==> config.mk <==
export PLATFORM = sky130hd
export DESIGN_NAME = fpdrc_ctrl
export DESIGN_NICKNAME = d
export VERILOG_FILES = /design/src/fpdrc_ctrl.v
export VERILOG_INCLUDE_DIRS = /design/src /design/src/src
export SDC_FILE = /design/constraint.sdc
export NUM_CORES = 1
export LEC_CHECK = 0
export BUFFER_PORTS_ARGS = -buffer_cell sky130_fd_sc_hd__buf_2
export CORE_MARGIN = 5
export CORE_UTILIZATION = 45
export CTS_CLUSTER_DIAMETER = 150
export DETAILED_ROUTE_END_ITERATION = 8
export PLACE_DENSITY = 0.72
export SYNTH_ARGS = -nofsm -noshare
export SYNTH_HDL_FRONTEND = slang
export SYNTH_SLANG_ARGS = --single-unit
==> constraint.sdc <==
create_clock -name clk -period 3.7 [get_ports clk]
set_clock_uncertainty 0.15 [all_clocks]
set_input_delay 0.185 -clock clk [delete_from_list [all_inputs] [get_ports clk]]
set_output_delay 0.185 -clock clk [all_outputs]
set_load 0.01 [all_outputs]
==> src/fpdrc_defs.vh <==
// constants for the flash power-down and reset control block
// Operation
// - lock query opcodes 3Ch and 3Dh, each with 24-bit address, act identically
// - the 8-bit lock field shifts out on serial output, msb first
// - lock field lsb 1 means locked; program and erase refused there
// - power-down opcode with select bit 1 enters shallow power-down
// - power-down opcode with select bit 0 enters deepest power-down
// - legacy opcode 79h always enters deepest power-down
// - exit opcode leaves shallow power-down to idle, state kept
// - exit opcode in deepest power-down runs internal reset, then idle
// - software reset pair exits shallow power-down, never deepest
// - chip select release alone never ends power-down
// - terminate opcode never ends power-down
// - power-on, pin-sequence and hardware pin resets end power-down
// - hardware reset pin works only when enabled before power-down
// - program opcodes are classed as program operations
// - erase opcodes are classed as erase operations
// - any reset source during program or erase aborts and fully resets
// - terminate during program or erase halts it without reset
`ifndef FPDRC_DEFS_VH
`define FPDRC_DEFS_VH
`define FPDRC_OP_LOCKRD_A 8'h3C
`define FPDRC_OP_LOCKRD_B 8'h3D
`define FPDRC_OP_PDOWN 8'hB9
`define FPDRC_OP_PDOWN_DEEP 8'h79
`define FPDRC_OP_WAKE 8'hAB
`define FPDRC_OP_RST_EN 8'h66
`define FPDRC_OP_RST 8'h99
`define FPDRC_OP_TERM 8'hF0
`define FPDRC_OP_PP 8'h02
`define FPDRC_OP_SEQ_A 8'hAF
`define FPDRC_OP_SEQ_B 8'hAD
`define FPDRC_OP_DPP 8'hA2
`define FPDRC_OP_QPP 8'h32
`define FPDRC_OP_SECPP 8'h9B
`define FPDRC_OP_ER4K 8'h20
`define FPDRC_OP_ER32K 8'h52
`define FPDRC_OP_ER64K 8'hD8
`define FPDRC_OP_CER_A 8'h60
`define FPDRC_OP_CER_B 8'hC7
`define FPDRC_SR4_PDSEL_BIT 7
`define FPDRC_SR3_RSTEN_BIT 7
`define FPDRC_ADDR_BITS 24
`define FPDRC_LOCK_BITS 8
`define FPDRC_INTRST_CYC 8'h10
`endif

==> src/fpdrc_ctrl.v <==
// power-down, lock readback and reset control of a serial flash
`timescale 1ns/1ps
`default_nettype none
`include "fpdrc_defs.vh"
module fpdrc_ctrl #(
  parameter INTRST_CYC = 16
) (
  input wire clk,
  input wire rstn,
  input wire sck,
  input wire cs_n,
  input wire si,
  input wire por_pulse,
  input wire jedec_rst_pulse,
  input wire hw_rst_n,
  input wire [7:0] status_register_three,
  input wire [7:0] status_register_four,
  input wire [7:0] lock_field,
  input wire op_busy,
  output reg [23:0] lock_addr,
  output reg so,
  output reg so_oe,
  output reg shallow_power_down,
  output reg deepest_power_down,
  output reg dev_reset,
  output reg sram_lost,
  output reg op_abort,
  output reg op_term,
  output reg prog_start,
  output reg erase_start,
  output reg op_refused
);
// =====================================================
// input synchronisers
reg [2:0] sck_s;
reg [1:0] cs_s;
reg [1:0] si_s;
reg [2:0] hw_s;
always @(posedge clk) begin
  if (!rstn) begin
    sck_s <= 3'h0;
    cs_s <= 2'h3;
    si_s <= 2'h0;
    hw_s <= 3'h7;
  end else begin
    sck_s <= {sck_s[1:0], sck};
    cs_s <= {cs_s[0], cs_n};
    si_s <= {si_s[0], si};
    hw_s <= {hw_s[1:0], hw_rst_n};
  end
end
wire sck_rise = sck_s[1] & ~sck_s[2];
wire sck_fall = ~sck_s[1] & sck_s[2];
wire sel = ~cs_s[1];
// =====================================================
// opcode classes
function is_prog;
  input [7:0] op;
  begin
    is_prog = (op == `FPDRC_OP_PP) || (op == `FPDRC_OP_SEQ_A) ||
      (op == `FPDRC_OP_SEQ_B) || (op == `FPDRC_OP_DPP) ||
      (op == `FPDRC_OP_QPP) || (op == `FPDRC_OP_SECPP);
  end
endfunction
function is_erase;
  input [7:0] op;
  begin
    is_erase = (op == `FPDRC_OP_ER4K) || (op == `FPDRC_OP_ER32K) ||
      (op == `FPDRC_OP_ER64K) || (op == `FPDRC_OP_CER_A) ||
      (op == `FPDRC_OP_CER_B);
  end
endfunction
// =====================================================
// state
localparam ST_OP = 3'h0;
localparam ST_ADDR = 3'h1;
localparam ST_OUT = 3'h2;
localparam ST_DONE = 3'h3;
localparam ST_CHK = 3'h4;
reg [2:0] st_r;
reg [7:0] sh_r;
reg [5:0] cnt_r;
reg [7:0] op_r;
reg [7:0] osh_r;
reg rst_armed_r;
reg rsten_latch_r;
reg [7:0] irst_r;
reg busy_prog_r;
wire op_done = (st_r == ST_OP) && sck_rise && sel && (cnt_r == 6'd7);
wire [7:0] op_now = {sh_r[6:0], si_s[1]};
wire in_pd = shallow_power_down | deepest_power_down;
// enable latched before power-down
// falling pin edge only, so a held pin gives one reset
wire hw_hit = ~hw_s[1] & hw_s[2] & rsten_latch_r;
wire hard_rst = por_pulse | jedec_rst_pulse | hw_hit;
wire sw_rst = op_done && rst_armed_r && (op_now == `FPDRC_OP_RST);
wire abort_rst = hard_rst | (sw_rst & ~deepest_power_down);
always @(posedge clk) begin
  if (!rstn) begin
    st_r <= ST_OP;
    sh_r <= 8'h00;
    cnt_r <= 6'd0;
    op_r <= 8'h00;
    osh_r <= 8'h00;
    lock_addr <= 24'h000000;
    so <= 1'b0;
    so_oe <= 1'b0;
    shallow_power_down <= 1'b0;
    deepest_power_down <= 1'b0;
    dev_reset <= 1'b0;
    sram_lost <= 1'b0;
    op_abort <= 1'b0;
    op_term <= 1'b0;
    prog_start <= 1'b0;
    erase_start <= 1'b0;
    op_refused <= 1'b0;
    rst_armed_r <= 1'b0;
    rsten_latch_r <= 1'b0;
    irst_r <= 8'h00;
    busy_prog_r <= 1'b0;
  end else begin
    op_abort <= 1'b0;
    op_term <= 1'b0;
    prog_start <= 1'b0;
    erase_start <= 1'b0;
    op_refused <= 1'b0;
    sram_lost <= 1'b0;
    dev_reset <= (irst_r != 8'h00);
    if (irst_r != 8'h00)
      irst_r <= irst_r - 8'h01;
    if (!in_pd)
      rsten_latch_r <= status_register_three[`FPDRC_SR3_RSTEN_BIT];
    if (!sel) begin
      st_r <= ST_OP;
      cnt_r <= 6'd0;
      so_oe <= 1'b0;
    end
    if (abort_rst) begin
      op_abort <= op_busy;
      shallow_power_down <= 1'b0;
      deepest_power_down <= 1'b0;
      rst_armed_r <= 1'b0;
      busy_prog_r <= 1'b0;
      irst_r <= INTRST_CYC[7:0];
      dev_reset <= 1'b1;
      st_r <= ST_DONE;
      so_oe <= 1'b0;
    end else if (op_done) begin
      st_r <= ST_DONE;
      op_r <= op_now;
      rst_armed_r <= (op_now == `FPDRC_OP_RST_EN);
      if (in_pd) begin
        // only exit opcodes count, and reset opcodes in shallow power-down
        if (op_now == `FPDRC_OP_WAKE) begin
          shallow_power_down <= 1'b0;
          deepest_power_down <= 1'b0;
          if (deepest_power_down) begin
            irst_r <= INTRST_CYC[7:0];
            dev_reset <= 1'b1;
            sram_lost <= 1'b1;
          end
        end
      end else if (op_now == `FPDRC_OP_PDOWN) begin
        if (status_register_four[`FPDRC_SR4_PDSEL_BIT])
          shallow_power_down <= 1'b1;
        else
          deepest_power_down <= 1'b1;
      end else if (op_now == `FPDRC_OP_PDOWN_DEEP) begin
        deepest_power_down <= 1'b1;
      end else if (op_now == `FPDRC_OP_TERM) begin
        op_term <= op_busy;
      end else if ((op_now == `FPDRC_OP_LOCKRD_A) ||
                   (op_now == `FPDRC_OP_LOCKRD_B) ||
                   is_prog(op_now) || is_erase(op_now)) begin
        // both lock read opcodes same path
        st_r <= ST_ADDR;
        cnt_r <= 6'd0;
      end
    end else if (st_r == ST_CHK) begin
      // lock field judged one cycle after the last address bit lands
      st_r <= ST_DONE;
      if ((op_r == `FPDRC_OP_LOCKRD_A) ||
          (op_r == `FPDRC_OP_LOCKRD_B))
        st_r <= ST_OUT;
      // locked block refuses program and erase
      else if (lock_field[0])
        op_refused <= 1'b1;
      else if (is_prog(op_r)) begin
        prog_start <= 1'b1;
        busy_prog_r <= 1'b1;
      end
      else if (is_erase(op_r))
        erase_start <= 1'b1;
    end else if (sel && sck_rise && (st_r != ST_OUT)) begin
      sh_r <= op_now;
      cnt_r <= cnt_r + 6'd1;
      if (st_r == ST_ADDR) begin
        lock_addr <= {lock_addr[22:0], si_s[1]};
        if (cnt_r == 6'd23) begin
          cnt_r <= 6'd0;
          st_r <= ST_CHK;
        end
      end
    end else if (sel && sck_fall && (st_r == ST_OUT)) begin
      if (cnt_r == 6'd0) begin
        so <= lock_field[7];
        osh_r <= {lock_field[6:0], 1'b0};
      end else begin
        so <= osh_r[7];
        osh_r <= {osh_r[6:0], 1'b0};
      end
      so_oe <= ~in_pd;
      cnt_r <= (cnt_r == 6'd7) ? 6'd0 : cnt_r + 6'd1;
    end
    if (!sel && !op_done)
      sh_r <= 8'h00;
  end
end
endmodule
`default_nettype wire

==> summary.txt <==
Run status
  • Status: complete, no violations

Layout
  • Most common cell after layout, fill and taps aside: nand2_1
  • Nets: 576
  • Most frequent cells in the layout: 104 x nand2_1, 86 x dfxtp_1, 53 x buf_2
  • Layout area overhead: 15.7%
  • Antenna Cells: 0
  • Layout cells sized above 1: 15.4%
  • Fillers: 796

Clocking
  • Num CTS Buffers: 9
  • CTS tree: yes
  • Max H-tree Level: 3
  • Resized cells post-CTS: 0
  • Post-CTS Setup Bufs: 0
  • Skew-Pair Late Insertion Delay: 370 ps
  • Clock slew at reported path FFs: 90 ps
  • Clock sinks: 86
  • Clk buf depth: 2
  • Root buf cell: clkbuf_8
  • CTS Hold Bufs: 15

Routing
  • WL/cell: 13.9 microns
  • Initial DRC count: 319
  • DRT Pass-1 Iters: 5
  • Post-Route WL: 9070 microns
  • Vias: 3602
  • Final ANT Viol Nets: 0
  • Via density: 5.52
  • Residual DRC: 0

Setup path
  • Worst R2R Setup Slack: 1170 ps
  • Worst Path Buf+Inv: 0
  • Crit. Startpoint: cnt_r[0]
  • Worst Setup Start Kind: flop
  • CP Data Required Time: 3850 ps
  • R2R Path End: deepest_power_down
  • Crit path kind: flop to flop
  • Crit-path cells: ha_1 -> and2_1 -> nand2_1 -> nor2_1 -> and3_1 -> o2111ai_1 -> a21oi_1
  • RR Startpoint: cnt_r[0]
  • Largest delay contributor family on the critical path: simple AND/OR/NAND/NOR gates
  • Largest fanout on the critical path: 12
  • Worst Reg-to-Reg Cells: 7
  • CP peak stage delay: 640 ps
  • Setup crit end: deepest_power_down
  • Worst EP arrival: 2680 ps
  • CP Depth: 7
  • Critical-path top delay cell: nor2_1
  • Crit end category: flop

Synth
  • Mapped Nets: 521
  • Synth area leader: dfxtp_1
  • Main synth FF type: dfxtp_1
  • Post-Syn Area per Cell: 8.18 sq um
  • Yosys cell types: 56
  • Largest family of logic cells by synthesized area: simple AND/OR/NAND/NOR gates
  • Post-Syn Area: 0.00396 sq mm
  • Sequential area share after synthesis: 43.5%
  • Yosys warns: 0
  • Synth Area in Compound Gates: 16.0%
  • Synth top area share: 43.5%
  • Multiplexer share of the synthesized area: 2.02%
  • Post-synth EDFFs: 0
  • Synth Area in Simple Gates: 30.9%
  • Mapped Cells: 484
  • Post-Synth Adder-Cell Area: 1.26%
  • Top post-synthesis cells by area: dfxtp_1 43%, nand2_1 9.9%, a21oi_1 6.1%
  • FF+latch count, synth: 86
  • Synth Area in XOR/XNOR: 2.21%
  • Synth async-reset ratio: 0%

Global route
  • Antenna violations before repair: 0
  • Vias in the first global route: 3332
  • Grt total ovfl: 0
  • GRT Total Usage: 16.7%
  • Largest net degree at the start of global routing: 47
  • First-pass GRT wire length: 15500 microns

Place
  • Setup WS pre-CTS: 1220 ps
  • HPWL after DPL: 6190 microns
  • I/O Buffers: 53
  • GP Congestion: 0.921

Power and ir drop
  • Leakage power figure: 1.70 nW
  • Internal power: 1.25 mW
  • Switch share: 26.6%
  • Combinational power share: 6.2%
  • Psw: 0.451 mW
  • Worst VDD drop: 0.000251 V
  • PD cells: 370 mW/mm^2
  • Clk pwr share: 37.8%
  • Sequential group share of total power: 56.0%

Die
  • Die ar.: 0.0108 sq mm
  • Core area: 0.00864 sq mm
  • Starting density of the core: 45.9%
  • Chip Height: 104 microns
  • Std cell rows: 34
  • Die width: 104 microns
  • Top-level port count: 68

STA
  • Final-report setup violation count: 0
  • Count of final hold-check violations: 0
  • Slew HR: 45.3%
  • Post-route clock period utilization: 68.4%
  • Slew @ Worst Pin: 820 ps
  • Pins Over Slew Limit: 0
  • Post-route setup slack: 1170 ps
  • RSZ-0062 raised after global routing: no
  • Setup TNS: 0 ps
  • Fmax: 395 MHz
  • Post-route minimum period: 2530 ps

Worst hold path
  • Worst hold-check path type: primary input to flop

Flow run
  • Number of max-cap violations: 0
cells in the mapped netlist (all sizes together) (5+ instances only):
cell type	number
clkbuf	14
a21oi	49
inv	11
nor2	46
dfxtp	86
and3	6
nor4	5
and2	8
o211ai	5
nor3	10
a311oi	9
buf	11
xnor2	5
a41oi	5
nor3b	5
o21ai	5
nand2b	12
mux2i	8
nand2	104
nor2b	6
xor2	5
nand3	25
how the worst min path moves through the flow:
stage | slack (ps) | depth (start not counted) | endpoint | from
floorplan | 110 | 1 | prog_start | lock_field[0]
global placement | 220 | 2 | cs_s[0] | cs_n
detailed placement | 220 | 2 | hw_s[0] | hw_rst_n
CTS | 20 | 2 | hw_s[2] | rstn
global route | 50 | 2 | hw_s[2] | rstn
finish | 30 | 2 | hw_s[2] | rstn
cell families (layout without fill, tap and decap cells):
| group | after synthesis | after routing |
|---|---|---|
| AND/OR/NAND/NOR | 247 | 247 |
| AO/OA/AOI/OAI | 93 | 93 |
| flip-flops | 86 | 86 |
| buffers and inverters | 36 | 96 |
| XOR/XNOR | 10 | 10 |
| multiplexers | 8 | 8 |
| adder cells (fa/ha/maj) | 4 | 4 |
flip-flops by register name (all words and copies together), names as in the netlist, 6 cells and up:
| register | count |
|---|---|
| cnt_r | 6 |
| sh_r | 7 |
| irst_r | 8 |
| lock_addr | 24 |
| osh_r | 7 |
| op_r | 8 |
layout make-up:
cell class,instances,area [sq um],share of cell area (%)
well taps,108,135,2.95
repair buffers,69,423,9.23
flip-flops and latches,86,1720,37.6
inverters,11,41.3,0.901
multi-input cells,362,2070,45.2
clock inverters,7,65.1,1.42
clock buffers,9,124,2.70
metrics by stage:
stage / power [mW] / std cells / utilization [%] / cell area (sq um) / hold slack, ps
2_1_floorplan: 1.04 / 484 / - / 3960 / 113
3_3_place_gp: 1.06 / 621 / 49.1 / 4240 / 216
3_5_place_dp: 1.06 / 621 / 49.1 / 4240 / 220
4_1_cts: 1.71 / 652 / 53.1 / 4580 / 16.1
5_1_grt: 1.76 / 652 / 53.1 / 4580 / 47.0
6_report: 1.70 / 652 / 53.1 / 4580 / 26.2
power groups by stage:
stage / logic [mW] / registers (mW) / clock network (mW)
after floorplan: 0.0713 / 0.967 / 0
after global placement: 0.0915 / 0.971 / 0
after detailed placement: 0.0928 / 0.972 / 0
after CTS: 0.105 / 0.951 / 0.657
after global routing: 0.116 / 0.953 / 0.690
final: 0.105 / 0.950 / 0.641
routing by layer:
metal / wire, microns / GRT usage (%) / up-vias
li1: - / - / 1786
met3: 575 / 4.66 / 21
met1: 4040 / 20.9 / 1678
met5: 0 / 0 / -
met4: 193 / 5.37 / 0
met2: 4260 / 27.6 / 117
(Power assumes the default switching activity.)
